[config.mk]
export PLATFORM = sky130hd
export DESIGN_NAME = msc_ctrl
export DESIGN_NICKNAME = d
export VERILOG_FILES = /design/src/core/msc_pkg.sv /design/src/core/msc_sync.sv /design/src/core/msc_ctrl.sv
export VERILOG_INCLUDE_DIRS = /design/src /design/src/core
export SDC_FILE = /design/constraint.sdc
export NUM_CORES = 1
export LEC_CHECK = 0
export CORE_UTILIZATION = 30
export CTS_CLUSTER_DIAMETER = 30
export DETAILED_ROUTE_END_ITERATION = 6
export DONT_BUFFER_PORTS = 1
export GPL_ROUTABILITY_DRIVEN = 1
export PLACE_DENSITY = 0.43
export SETUP_SLACK_MARGIN = 0.5
export SYNTH_ARGS = -nofsm -noshare
export SYNTH_HDL_FRONTEND = slang
export SYNTH_SLANG_ARGS = --single-unit
[constraint.sdc]
create_clock -name i_core_clk -period 1.9 [get_ports i_core_clk]
set_input_delay 0.19 -clock i_core_clk [delete_from_list [all_inputs] [get_ports i_core_clk]]
set_output_delay 0.19 -clock i_core_clk [all_outputs]
set_load 0.01 [all_outputs]
[src/core/msc_params.svh]
// Constants for the management interrupt and stop-clock sequencer.
// Assumes inclusion by core files only; definitions only.
`ifndef MSC_PARAMS_SVH
`define MSC_PARAMS_SVH
`define MSC_CLK_PERIOD_NS   40
`define MSC_SAVE_CYCLES     4'h4
`define MSC_ACK_MGMT        2'h1
`define MSC_ACK_STOP        2'h2
`define MSC_ACK_NONE        2'h0
`define MSC_SYNC_RESET      1'b1
// Strap counter: loaded in reset, samples once the synchroniser has flushed
`define MSC_STRAP_EDGES     2'h3
`define MSC_STRAP_SAMPLE    2'h1
`endif

[src/core/msc_pkg.sv]
// Types for the management interrupt and stop-clock sequencer.
// Assumes msc_params.svh is on the include path.
package msc_pkg;
  typedef enum logic [2:0] {
    MSC_RUN,
    MSC_SAVE,
    MSC_MGMT_ACK,
    MSC_MGMT_RUN,
    MSC_GRANT_ACK,
    MSC_GRANT
  } msc_state_t;
endpackage : msc_pkg

[src/core/msc_sync.sv]
// Two-flop synchroniser for active-low asynchronous request pins.
// Assumes the pin idles high; reset loads the idle level.
`timescale 1ns/1ns
`include "msc_params.svh"
module msc_sync (
  input  wire logic i_core_clk,  // Bus clock
  input  wire logic i_rst_b,     // Async reset, active low
  input  wire logic i_async_n,   // Raw pin
  output logic      o_sync_n     // Synchronised level
);
  logic meta_reg;
  logic meta_next;
  logic sync_reg;
  logic sync_next;

  // First flop feeds only the second
  always_comb begin
    meta_next = i_async_n;
    sync_next = meta_reg;
  end

  always_ff @(posedge i_core_clk or negedge i_rst_b) begin
    if (!i_rst_b) begin
      meta_reg <= `MSC_SYNC_RESET;
      sync_reg <= `MSC_SYNC_RESET;
    end else begin
      meta_reg <= meta_next;
      sync_reg <= sync_next;
    end
  end

  assign o_sync_n = sync_reg;
endmodule : msc_sync

[src/core/msc_ctrl.sv]
// Management interrupt and stop-clock sequencer of the core.
// Assumes one bus clock; acknowledge cycles are handed to the bus unit.
`timescale 1ns/1ns
`include "msc_params.svh"
module msc_ctrl
  import msc_pkg::*;
#(
  parameter int SAVE_CYCLES = `MSC_SAVE_CYCLES
) (
  input  wire logic       i_core_clk,              // Bus clock, 25 MHz
  input  wire logic       i_rst_b,                 // Async reset, active low
  input  wire logic       i_mgmt_interrupt_req_n,  // Async interrupt request
  input  wire logic       i_stop_clock_req_n,      // Async stop-clock request
  input  wire logic       i_ack_done,              // Bus unit finished ack cycle
  input  wire logic       i_rsm_done,              // Handler returned from mode
  output logic            o_mgmt_exec_mode,        // In management mode
  output logic            o_save_state,            // Execution state save strobe
  output logic            o_ack_req,               // Acknowledge cycle request
  output logic [1:0]      o_ack_type,              // Which acknowledge
  output logic            o_handler_start,         // Handler start pulse
  output logic            o_core_clk_en,           // Core unit clock gate
  output logic            o_bus_snoop_en,          // Bus unit and interrupt ctrl
  output logic            o_output_float           // Float all pin drivers
);
  // Save counter is four bits wide; a longer window needs a wider count
  if (SAVE_CYCLES < 1 || SAVE_CYCLES > 15) begin : g_bad_save
    $error("SAVE_CYCLES must be 1..15");
  end

  localparam logic [3:0] SAVE_LAST = 4'(SAVE_CYCLES - 1);

  logic mint_n;
  logic stop_n;

  // Both pins are asynchronous to the bus clock
  msc_sync u_sync_mint (
    .i_core_clk (i_core_clk),
    .i_rst_b    (i_rst_b),
    .i_async_n  (i_mgmt_interrupt_req_n),
    .o_sync_n   (mint_n)
  );

  msc_sync u_sync_stop (
    .i_core_clk (i_core_clk),
    .i_rst_b    (i_rst_b),
    .i_async_n  (i_stop_clock_req_n),
    .o_sync_n   (stop_n)
  );

  // Registers and their next values, one pair per line
  msc_state_t state_reg, state_next;
  logic [3:0] cnt_reg, cnt_next;
  logic [1:0] strap_reg, strap_next;
  logic       float_reg, float_next;
  logic       snoop_reg, snoop_next;
  logic       mint_prev_reg, mint_prev_next;
  logic       pend_reg, pend_next;
  logic       save_reg, save_next;
  logic       ackreq_reg, ackreq_next;
  logic [1:0] acktype_reg, acktype_next;
  logic       start_reg, start_next;
  logic       mode_reg, mode_next;
  logic       clken_reg, clken_next;

  // Strap sample waits out the synchroniser's reset level: sampled any
  // sooner it would only ever see the idle high that reset leaves
  always_comb begin
    strap_next = strap_reg;
    float_next = float_reg;
    if (strap_reg != 2'h0) begin
      strap_next = strap_reg - 2'h1;
    end
    if (strap_reg == `MSC_STRAP_SAMPLE) begin
      float_next = ~mint_n;
    end
    snoop_next = ~float_next;          // Off only while floating
  end

  // Falling-edge latch of interrupt; set wins over the accept clear
  always_comb begin
    mint_prev_next = mint_n;
    pend_next      = pend_reg;
    if (state_next == MSC_SAVE && state_reg != MSC_SAVE) begin
      pend_next = 1'b0;
    end
    // No edge is taken before the strap sample, so a request held
    // through reset cannot also start a save
    if (mint_prev_reg && !mint_n && strap_reg == 2'h0) begin
      pend_next = 1'b1;
    end
  end

  // Main sequencer; a stop request that arrives with an interrupt wins,
  // since the interrupt needs one more edge to latch as pending
  always_comb begin
    state_next   = state_reg;
    cnt_next     = cnt_reg;
    save_next    = 1'b0;
    start_next   = 1'b0;
    ackreq_next  = ackreq_reg;
    acktype_next = acktype_reg;
    mode_next    = mode_reg;
    clken_next   = clken_reg;
    case (state_reg)
      MSC_RUN, MSC_MGMT_RUN: begin
        if (float_reg || strap_reg != 2'h0) begin
          state_next = state_reg;      // Frozen until strap, or while floating
        end else if (pend_reg && !mode_reg) begin
          state_next = MSC_SAVE;
          cnt_next   = 4'h0;
          save_next  = 1'b1;
        end else if (!stop_n) begin
          state_next   = MSC_GRANT_ACK;
          ackreq_next  = 1'b1;
          acktype_next = `MSC_ACK_STOP;
        end else if (mode_reg && i_rsm_done) begin
          mode_next  = 1'b0;
          state_next = MSC_RUN;
        end
      end
      MSC_SAVE: begin
        // Count runs up to SAVE_LAST after the single save strobe
        if (cnt_reg == SAVE_LAST) begin
          mode_next    = 1'b1;
          state_next   = MSC_MGMT_ACK;
          ackreq_next  = 1'b1;
          acktype_next = `MSC_ACK_MGMT;
        end else begin
          cnt_next = cnt_reg + 4'h1;
        end
      end
      MSC_MGMT_ACK: begin
        // Handler starts only once the acknowledge has gone out
        if (i_ack_done) begin
          ackreq_next  = 1'b0;
          acktype_next = `MSC_ACK_NONE;
          start_next   = 1'b1;
          state_next   = MSC_MGMT_RUN;
        end
      end
      MSC_GRANT_ACK: begin
        // Core clocks stop only after the grant acknowledge completes
        if (i_ack_done) begin
          ackreq_next  = 1'b0;
          acktype_next = `MSC_ACK_NONE;
          clken_next   = 1'b0;
          state_next   = MSC_GRANT;
        end
      end
      MSC_GRANT: begin
        // Return to whichever mode the grant interrupted
        if (stop_n) begin
          clken_next = 1'b1;
          state_next = mode_reg ? MSC_MGMT_RUN : MSC_RUN;
        end
      end
      default: begin
        state_next = MSC_RUN;
      end
    endcase
  end

  // Single register stage for all sequencer state
  always_ff @(posedge i_core_clk or negedge i_rst_b) begin
    if (!i_rst_b) begin
      state_reg    <= MSC_RUN;
      cnt_reg      <= 4'h0;
      strap_reg    <= `MSC_STRAP_EDGES;
      float_reg    <= 1'b0;
      snoop_reg    <= 1'b1;
      mint_prev_reg <= 1'b1;
      pend_reg     <= 1'b0;
      save_reg     <= 1'b0;
      ackreq_reg   <= 1'b0;
      acktype_reg  <= `MSC_ACK_NONE;
      start_reg    <= 1'b0;
      mode_reg     <= 1'b0;
      clken_reg    <= 1'b1;
    end else begin
      state_reg    <= state_next;
      cnt_reg      <= cnt_next;
      strap_reg    <= strap_next;
      float_reg    <= float_next;
      snoop_reg    <= snoop_next;
      mint_prev_reg <= mint_prev_next;
      pend_reg     <= pend_next;
      save_reg     <= save_next;
      ackreq_reg   <= ackreq_next;
      acktype_reg  <= acktype_next;
      start_reg    <= start_next;
      mode_reg     <= mode_next;
      clken_reg    <= clken_next;
    end
  end

  // Bus unit and interrupt ctrl stay clocked; gate is core only.
  // Every output is a register, so no glitch reaches the pin drivers
  assign o_core_clk_en    = clken_reg;
  assign o_bus_snoop_en   = snoop_reg;
  assign o_mgmt_exec_mode = mode_reg;
  assign o_save_state     = save_reg;
  assign o_ack_req        = ackreq_reg;
  assign o_ack_type       = acktype_reg;
  assign o_handler_start  = start_reg;
  assign o_output_float   = float_reg;
endmodule : msc_ctrl

* Yosys cells after proc, flatten, opt, wreduce, memory -nomap -nowiden
Cells that the tools add are included.
** Word-level totals
- Output and inout port bits :: 9
- Bits of input ports :: 6
- Bits in registers :: 24
- Word-level logic and storage cells :: 103
** Operators by class
- Bitwise operators :: 2
- Reductions and logical operators :: 21
- Multiplexer cells :: 41
- Add/sub/neg operators :: 2
- Equal/unequal tests :: 20
** Operator list (count)
- two-way mux 3 bit :: 8
- two-way mux 1 bit :: 18
- inequality test 2 bit, second input constant :: 8
- case mux 3 bit (5 select lines) :: 1
- two-way mux 2 bit :: 6
- two-way mux 4 bit :: 3
- AND reduction 6 bit :: 2
- case mux 4 bit (2 select lines) :: 1
- nonzero test 2 bit :: 4
- == test 3 x 1 -> 1 bit, second input constant :: 2
- == test 3 x 2 -> 1 bit, second input constant :: 2
- == test 3 bit, second input constant :: 2
- inequality test 2 x 1 -> 1 bit, second input constant :: 3
- case mux 2 bit (3 select lines) :: 1
- logical AND 1 bit :: 5
- adder 4 x 1 -> 4 bit, second input constant :: 1
- == test 4 x 2 -> 1 bit, second input constant :: 1
- case mux 1 bit (2 select lines) :: 2
- AND reduction 4 bit :: 1
- OR reduction 2 bit :: 2
- zero test 3 bit :: 1
- inequality test 3 x 1 -> 1 bit, second input constant :: 1
- case mux 1 bit (3 select lines) :: 1
- AND reduction 3 bit :: 1
- 7 further kinds :: 9

* Longest topological paths before layout
Gate-level depths: netlist of the first run.
- Depth in word-level cells :: 10
- Mapped depth :: 6
- Depth with buffers taken out :: 6

* Modules after synthesis
A second synthesis of the first run with hierarchy kept.
** Unflattened totals
- Cells, all modules :: 112
- Area, all modules :: 1162.4 sq um
** Modules (own cells, without submodules)
- msc_ctrl :: instances 1, area an instance 1057.3 sq um, seq. area each 506.7 sq um, cells an instance 108
- msc_sync :: instances 2, area an instance 52.6 sq um, seq. area each 52.6 sq um, cells an instance 2

* Worst setup path before layout of the first run
No wires, ideal clock.
- Path type :: register to register
- From :: register strap_reg[0]
- To :: register state_reg[0]
- Data required time :: 1.769 ns
- Period minus slack after synthesis :: 1.677 ns
- Arrival time :: 1.546 ns
- Library setup time :: 0.131 ns
- Stages on the path, launching flop included :: 7
- Slack :: 0.223 ns
- Path buffers :: 0
- Cell sequence :: dfstp_2 > inv_1 > ha_1 > and4bb_1 > nand3_1 > a21oi_1 > or3_1
** Between the ends
- Cells in the longest elaborated chain, start to end :: 4
** RTL lines
- start, declared :: RTL line msc_ctrl.sv:53 : logic [1:0] strap_reg, strap_next;
- start signal, assigned :: RTL line msc_ctrl.sv:168 : strap_reg <= `MSC_STRAP_EDGES;
- start signal, assigned :: RTL line msc_ctrl.sv:182 : strap_reg <= strap_next;
- nonzero test 2 bit :: RTL line msc_ctrl.sv:106 : if (float_reg || strap_reg != 2'h0) begin
- logical OR 1 bit :: RTL line msc_ctrl.sv:106
- two-way mux 3 bit :: RTL line msc_ctrl.sv:106
- case mux 3 bit (5 select lines) :: RTL line msc_ctrl.sv:104 : case (state_reg)
- named net state_next[0] :: RTL line msc_ctrl.sv:51 : msc_state_t state_reg, state_next;
- end signal, assigned :: RTL line msc_ctrl.sv:180 : state_reg <= state_next;
- end, declared :: RTL line msc_ctrl.sv:51
The timed path passes the listed nets, and every way through them passes these cells.
A chain may end at the register's enable or synchronous reset.

* Worst setup path after layout of the first run
- From :: register strap_reg[1]
- To :: register state_reg[0]
Same word-level chain as after synthesis.

==> metrics.txt, run 1 <==
vias in the first global route between 1000 and 1500; ys flop type dfrtp_1; DR WL/cell 15.0 um; Final Hold Fails 0; Starting DRT DRC Count 43; sequential share of the synthesized area just over 50%; die height 65.4 um; Fmax ~650 MHz; Yosys top cell by area dfrtp_1; Synthesis Warnings 0; HP Class in2reg; Max Slew Vio Count 0; Routed Antenna Nets 0; crit path launch type flip-flop; share of layout cells above drive strength 1 41.0%; worst-path fanout max 3; cts bufs inserted 3; post-synth top area share a little under a third; Die W 65.4 um; CP endpoint kind flip-flop; WL final between 2 and 3 mm; Post-synth EDFFs 0; Sink Count 24; Total Nets Final roughly 150; Starting Density 32.2%; most frequent cell after synthesis dfrtp_1; unrepaired setup endpoints after global routing yes; Finished Cell Area roughly 1600 sq um; total gr overflow 0; root buffer cell clkbuf_8; core area ~3700 sq um; Yosys cell types between 40 and 50; global-route wire length before repair 4.87 mm; Area Overhead vs Synth 33.6%; Clock Tree Buf Depth 2; I/O pin count 15; Critical Path RT a little over 2000 ps; pwr dens between 1000 and 1500 nW/um^2; antenna cells 0; placed cell area roughly 1300 sq um; cell area after synthesis between 1000 and 1500 sq um; largest net degree at the start of global routing 25; Leakage Power approximately 0.67 nW; synthesized area per cell ~10 sq um; syn_nets about 130; crit path kind reg2reg; commonest cells in the netlist dfrtp_1, nand2_1, dfstp_2, nor2_1, a21oi_1; Clock transition at path regs ~90 ps; drt pass-1 iters 4; max FFs per register 4; largest cells by area after synthesis dfrtp_1, dfstp_2, nand2_1; initial antenna violation count 0; GRT Total Usage about 16%; slew at the pin closest to its max-slew limit roughly 330 ps; Syn Inst Count 120; status completed; relative slew slack 78.2%; final setup vio count 0; # H-tree levels 1; hpwl dp between 1.5 and 2 mm; setup TNS 0 ps; CTS tree yes; final period utilization 81.6%; Fin Clk Skew a little over 7 ps; clk_lat worst skew 270 ps; DR vias approximately 970; row count 22; Die ar. between 4000 and 5000 sq um; Yosys reg bits 24; Data arrival, critical path 1700 ps; Residual DRC 0; via-per-instance ratio a little over 5; gpl congestion ~0.78; asr flop ratio synth 100%; fin crit period about 1500 ps; Max Cap Viol 0; Max IR drop VDD between 0.5 and 0.6 mV; Port Buffer Count 0
## path summary, 6_finish.rpt
| kind | start | slack, ps | cells after the start | to |
|---|---|---|---|---|
| max in group asynchronous | i_rst_b | 1330 | 2 | u_sync_stop.o_sync_n |
| min in group asynchronous | i_rst_b | 330 | 2 | o_ack_req |
| hold / removal | i_ack_done | 70 | 1 | o_handler_start |
| setup / recovery | strap_reg[1] | 350 | 6 | state_reg[0] |
| hold reg to reg | u_sync_stop.meta_reg | 360 | 0 | u_sync_stop.o_sync_n |
| setup reg to reg | strap_reg[1] | 350 | 6 | state_reg[0] |
## power by group
part | switching [W] | internal (W)
Combinational | 0.000508 | 0.000533
Sequential | 0.000182 | 0.000659
Clock | 0.000178 | 0.000186
Total | 0.000868 | 0.00138
## metrics by stage
stage / setup slack (ps) / hold WS, ps / total power (W) / std cells / util (%)
5_1_grt: 321 / 65.0 / 0.00242 / 192 / 43.0
4_1_cts: 377 / 67.6 / 0.00214 / 188 / 41.0
3_3_place_gp: 304 / -105 / 0.00162 / 171 / 35.1
3_5_place_dp: 299 / -105 / 0.00162 / 171 / 35.1
2_1_floorplan: 372 / -106 / 0.00138 / 120 / -
6_report: 351 / 69.9 / 0.00225 / 192 / 43.0
## critical path, cell delays in order, from the launching register on
cell      delay (ps)
dfstp_2          550
inv_2             50
ha_4             160
and4bb_1         210
nand3_2           80
a21oi_2           60
or3_1            320
## cells by family after synthesis
| logic type | share of synthesized area [%] |
|---|---|
| AO/OA/AOI/OAI | 16.3 |
| XOR/XNOR | 0.727 |
| AND/OR/NAND/NOR | 24.1 |
| multiplexers | 0.831 |
| adder cells (fa/ha/maj) | 3.12 |
| buffers and inverters | 4.15 |
| flip-flops | 50.8 |
## cell usage in the layout (no fill, tap or decap), types with 3 or more instances in the layout
cell type,instances
a21oi_1,7
buf_4,19
clkbuf_8,4
dfrtp_1,13
dfstp_2,9
dlygate4sd3_1,3
inv_1,5
nand2_1,12
nand3_1,5
nor2_1,9
o21ai_0,5
o21ai_1,4
## layout make-up
cell class,instances,area (sq um)
clock buffers,4,55.1
fillers,378,2130
inverters,7,26.3
multi-input cells,85,651
flip-flops and latches,24,614
well taps,48,60.1
repair buffers,24,204
## layer usage
| metal | track usage (%) | vias to the layer above | part of all wire [%] |
|---|---|---|---|
| li1 | - | 480 | - |
| met1 | 18.1 | 468 | 44 |
| met2 | 25.9 | 16 | 50 |
| met3 | 4.17 | 5 | 4.0 |
| met4 | 7.88 | 0 | 1.9 |
| met5 | 0 | - | 0 |
## timing repair
item | in CTS | in global routing
pin swaps | 4 | 4
gates resized for setup | 12 | 9
buffers inserted | 9 | 4
endpoints found under the setup margin | 8 | 12
hold buffers | 4 | 0
endpoints found under the hold margin | 26 | 0
No activity file was read; power rests on OpenSTA's default activity.
==> run 2, diff against run 1 <==
- ABC_AREA: unset -> 1
- PLACE_DENSITY: 0.43 -> 0.44
- clock period: 1.9 -> 1.2 ns (I/O delays scaled with it)
==> run 2 against run 1 <==
Compared with the run above:
- the flow now finishes with violations (setup timing)
- area after synthesis down 2.3%
- maximum frequency up 19%
- clock skew down 2.4 ps
- combinational power rose to 2.7 times the previous value
- critical path depth unchanged
- sequential power up 57%
- wire length down 3.4%
- first-iteration DRC count up 21%
- critical path type unchanged
==> metrics.txt, run 2 <==
WHS Path Cells 2; Data arrival, critical path about 1500 ps; most frequent cells in the layout buf_4, nand2_1, buf_6; Starting DRT DRC Count between 50 and 60; I/O pin count 15; WL final ~2.8 mm; crit path kind reg2reg; gpl congestion just over 0.8; Die ar. 4180 sq um; syn_nets roughly 130; Clock Tree Buf Depth 2; most frequent cell after synthesis nand2_1; pwr dens between 2000 and 3000 nW/um^2; Worst R2R Path Depth 6; gr busiest metal met2; vias in the first global route 1034; commonest cells in the netlist nand2_1, dfrtp_1, inv_1; Sink Count 24; setup ws final -104 ps; cell area after synthesis about 1200 sq um; max FFs per register 4; Leakage Power between 0.8 and 0.9 nW; final setup vio count 13; cts bufs inserted 3; Reg area 616 sq um; DR WL/cell ~13 um; crit path launch type flip-flop; via-per-instance ratio 4.51; CP endpoint kind flip-flop; row count 22; Synthesis Warnings 0; internal reg-to-reg setup slack -100 ps; Starting Density roughly a third; antenna cells 0; Fmax around 770 MHz; Area Overhead vs Synth 55.6%; core area 3720 sq um; M2 GR Usage between 20 and 30%; DR vias between 900 and 1000; Yosys top cell by area dfrtp_1; GRT Total Usage between 15 and 20%; Fin Clk Skew approximately 4.8 ps; largest cells by area after synthesis dfrtp_1, dfstp_2, nand2_1; # fillers about 340; WHS Endpoint o_handler_start; Port Buffer Count 0; slew at the pin closest to its max-slew limit 341 ps; global-route wire length before repair a little under 5 mm; sequential share of the synthesized area 52.0%; hpwl dp between 1.5 and 2 mm; synthesized area per cell ~9.4 sq um; Die W roughly 65 um; total power about 0.0048 W; Global Route met1 Usage roughly 18%; unrepaired setup endpoints after global routing yes; asr flop ratio synth 100%; r2r endpoint pend_reg; post-synth top area share about a third; non-filler cells in the finished layout between 200 and 250; Yosys reg bits 24; fin crit period 1300 ps; Cells after DPL 196; worst hold start i_ack_done; Clock transition at path regs ~90 ps; area of the multi-input gates about 660 sq um; Total Nets Final 176; Post-synth EDFFs 0; Max Cap Viol 0; relative slew slack just under 80%; die height about 65 um; worst-path fanout max 3; met3 usage roughly 3.2%; status finished, violations left; HP Class in2reg; Final Hold Fails 0; Util after Layout around half; Max IR drop VDD about 1.1 mV; clk_lat worst skew around 270 ps; Max Slew Vio Count 0; Residual DRC 0; root buffer cell clkbuf_8; Reg-to-Reg Start state_reg[1]; final period utilization 109%; CTS tree yes; Routed Antenna Nets 0; failing checks setup timing; initial antenna violation count 0; Syn Inst Count between 100 and 150; most common cell after layout, fill and taps aside buf_4; ys flop type dfrtp_1; total gr overflow 0; largest net degree at the start of global routing 25; # H-tree levels 1; drt pass-1 iters 4; Critical Path RT 1350 ps; Yosys cell types 27; share of layout cells above drive strength 1 between 60% and 70%
[run 2: changes by cell type after synthesis, sizes merged, moves of 4 or more]
cell	previous run	this run
nand2	14	31
inv	7	18
nor3	5	0
a21oi	8	4
nor2	9	13
[run 2: worst max path at each step]
stage                            start             to  slack, ps  cells after the start
after floorplan           strap_reg[0]   state_reg[0]        -30                      8
after global placement    strap_reg[1]   state_reg[0]       -110                      8
after detailed placement  state_reg[0]     cnt_reg[0]       -150                      5
after CTS                 strap_reg[1]   state_reg[0]        -90                      8
after global routing      strap_reg[1]  o_ack_type[1]       -190                      7
final                     state_reg[1]       pend_reg       -100                      6
[run 2: area by class of cell]
class                   count  share of cell area (%)
repair buffers             38                    19.3
clock buffers               3                    2.25
multi-input cells          82                    35.8
well taps                  48                    3.28
clock inverters             1                    1.64
inverters                  18                    4.10
flip-flops and latches     24                    33.6
[run 2: critical path: stages, from the launching register on]
cell and delay (ps):
dfrtp_2 460, buf_6 140, nor2_4 120, nand2_4 80, buf_6 120, a21oi_4 170, o22ai_1 100
[run 2: per-layer routing]
metal,vias up,share of wire [%]
met3,2,2.4
met2,15,53
met1,466,44
met5,-,0
met4,0,0.65
li1,483,-
[run 2: repair_timing]
item / 4_1_cts / 5_1_grt
setup endpoints to repair: 28 / 28
hold buffers: 2 / 2
resized for setup: 28 / 20
pin swaps: 5 / 8
buffers inserted: 6 / 4
hold endpoints to repair: 26 / 24
[run 2: cell families after synthesis]
group	synth area share, %
simple gates	26.1
flops	52.0
compound gates	9.78
fa+ha+maj	3.19
xor+xnor	2.23
buf+inv	6.69
[run 2: report_power, final]
group / switching [W] / internal, W
Combinational: 0.00146 / 0.00129
Clock: 0.000279 / 0.000446
Sequential: 0.000256 / 0.00107
Total: 0.00200 / 0.00281
[run 2: through the flow]
stage          hold slack, ps  setup TNS (ps)  cell area, sq um  worst slack, ps
2_1_floorplan            -176           -29.8              1220            -29.8
3_3_place_gp             -175           -1190              1450             -114
3_5_place_dp             -175           -1520              1450             -150
4_1_cts                  -479            -725              1700            -94.3
5_1_grt                   114           -1900              1830             -194
6_report                  103            -856              1830             -104
==> run 3, diff against run 2 <==
- BUFFER_PORTS_ARGS: unset -> -buffer_cell sky130_fd_sc_hd__buf_2
- DONT_BUFFER_PORTS: 1 -> unset
- PLACE_DENSITY: 0.44 -> 0.48
- SYNTH_HIERARCHICAL: unset -> 1
==> run 3 against run 2 <==
Compared with the run above:
- the run ends with hold timing, setup timing left
- sequential share of layout area is 1.0 points higher
- total power is 13% lower
- combinational power is 19% lower
- synthesized cell count is 3.2% lower
- clock-buffer cell count stayed put
- utilization is 1.8 points higher
- clock power is 0.7% lower
- first-iteration DRC count is 23% lower
- critical path type unchanged
- highest routed layer unchanged
==> metrics.txt, run 3 <==
Synthesis Warnings 6; hpwl dp roughly 1.8 mm; post-synth top area share 33.4%; synthesized area per cell about 9.3 sq um; Max Slew Vio Count 0; failing checks hold timing, setup timing; Finished Cell Area roughly 1800 sq um; Clock Tree Buf Depth 2; DR WL/cell approximately 11 um; largest net degree at the start of global routing 25; total gr overflow 0; Post-synth EDFFs 0; row count 21; Max IR drop VDD 1.01 mV; pwr dens approximately 2400 nW/um^2; Die ar. around 4000 sq um; sequential share of the synthesized area 54.5%; crit path kind reg2reg; fin crit period around 1300 ps; Max Cap Viol 0; Data arrival, critical path around 1500 ps; Cells after DPL just over 200; Total Nets Final 183; hold buffers post-CTS 2; via-per-instance ratio between 4 and 5; antenna cells 0; global-route wire length before repair 4.33 mm; WHS -187 ps; slew at the pin closest to its max-slew limit between 500 and 600 ps; most frequent cells in the layout buf_4, nand2_1, dfrtp_1; NetSw ~0.0016 W; root buffer cell clkbuf_8; Starting DRT DRC Count 40; Fmax ~770 MHz; I/O pin count 15; most common cell after layout, fill and taps aside buf_4; most frequent cell after synthesis nand2_1; Port Buffer Count 14; Yosys top cell by area dfrtp_1; GRT Total Usage between 10 and 15%; vias in the first global route roughly 960; Syn Inst Count around 120; WL final approximately 2.5 mm; crit path launch type flip-flop; Util after Layout 51.1%; internal power roughly 0.0026 W; final setup vio count 14; unrepaired setup endpoints after global routing yes; gpl congestion between 0.8 and 0.9; Area Overhead vs Synth 58.0%; # H-tree levels 1; asr flop ratio synth 100%; Critical Path RT 1360 ps; initial antenna violation count 0; sw frac 38.5%; sequential cell fraction of total power just under 30%; CP endpoint kind flip-flop; clk_lat worst skew 270 ps; Final Hold Fails 15; worst-path fanout max 4; final period utilization 108%; Die W 63.2 um; CTS tree yes; Yosys cell types 24; syn_nets between 100 and 150; core area 3470 sq um; share of layout cells above drive strength 1 60.7%; die height about 63 um; clock network power share about 17%; Leakage Power roughly 0.84 nW; ys flop type dfrtp_1; cell area after synthesis 1120 sq um; largest cells by area after synthesis dfrtp_1, dfstp_2, nand2_1; drt pass-1 iters 4; Routed Antenna Nets 0; Residual DRC 0; Comb power frac 53.4%; cts bufs inserted 3; Clock transition at path regs ~90 ps; Yosys reg bits 24; relative slew slack between 60% and 70%; max FFs per register 4; Starting Density around a third; non-filler cells in the finished layout roughly 220; HP Class in2async; placed cell area between 1000 and 1500 sq um; setup ws final -93.6 ps; DR vias 980; status finished, violations left; commonest cells in the netlist nand2_1, dfrtp_1, inv_1; Sink Count 24; setup TNS -578 ps; Fin Clk Skew between 2 and 2.5 ps
-- run 3: cell count changes in the layout (fill, tap and decap cells not counted), moves of 4 or more --
cell,change
buf_2,+11
buf_4,+5
buf_6,-4
inv_1,-4
nand2_1,+5
-- run 3: final timing paths --
| path | startpoint | end | slack, ps | depth (start not counted) |
|---|---|---|---|---|
| max | strap_reg[1] | state_reg[2] | -90 | 6 |
| min | i_rst_b | o_handler_start | -190 | 1 |
| max reg2reg | strap_reg[1] | state_reg[2] | -90 | 6 |
| min reg2reg | u_sync_mint/meta_reg | u_sync_mint/o_sync_n | 360 | 0 |
| max in group asynchronous | i_rst_b | state_reg[1] | 1010 | 1 |
| min in group i_core_clk | i_ack_done | o_handler_start | 110 | 3 |
-- run 3: worst max-delay path: stages (launching register included) --
cell and delay, ps:
dfstp_2 550, inv_2 50, ha_4 160, nand2_4 80, inv_4 40, o2111ai_2 190
nand3_1 100
-- run 3: kinds of logic after synthesis --
group                      share of synthesized area, %
AOI/OAI and AO/OA                                  10.7
buffers and inverters                              5.35
xor gates and xnor gates                           2.34
adders and majority gates                          3.34
DFF                                                54.5
and+or+nand+nor                                    23.7
-- run 3: layout make-up --
cell class                      instances  area (sq um)
Clock buffer                            3          41.3
Clock inverter                          1          30.0
Fill cell                             337          1700
Inverter                               16          67.6
Multi-Input combinational cell         81           591
Sequential cell                        24           614
Tap cell                               46          57.6
Timing Repair Buffer                   48           372
-- run 3: timing repair --
item | 4_1_cts | 5_1_grt
gates resized for setup | 23 | 19
buffers inserted | 4 | 5
pin swaps | 4 | 8
hold endpoints to repair | 17 | 15
cloned | 0 | 0
setup endpoints to repair | 28 | 28
-- run 3: power by group through the flow --
stage          Clock (W)  Sequential, W  Combinational, W
2_1_floorplan          0        0.00126           0.00105
3_3_place_gp           0        0.00119           0.00187
3_5_place_dp           0        0.00121           0.00187
4_1_cts         0.000737        0.00122           0.00203
5_1_grt         0.000767        0.00126           0.00250
6_report        0.000720        0.00123           0.00224
-- run 3: layer usage --
layer / GRT usage, % / up-vias / part of all wire (%)
li1: - / 501 / -
met1: 18.4 / 459 / 49
met2: 23.4 / 18 / 47
met3: 2.17 / 2 / 2.4
met4: 4.36 / 0 / 0.84
met5: 0 / - / 0
-- run 3: through the flow --
step,hold slack [ps],worst slack [ps],power [W]
after CTS,-158,-95.5,0.00398
after global routing,-143,-163,0.00453
after floorplan,-176,-27.8,0.00231
after detailed placement,138,-89.7,0.00308
after global placement,133,-85.5,0.00307
final,-187,-93.6,0.00419
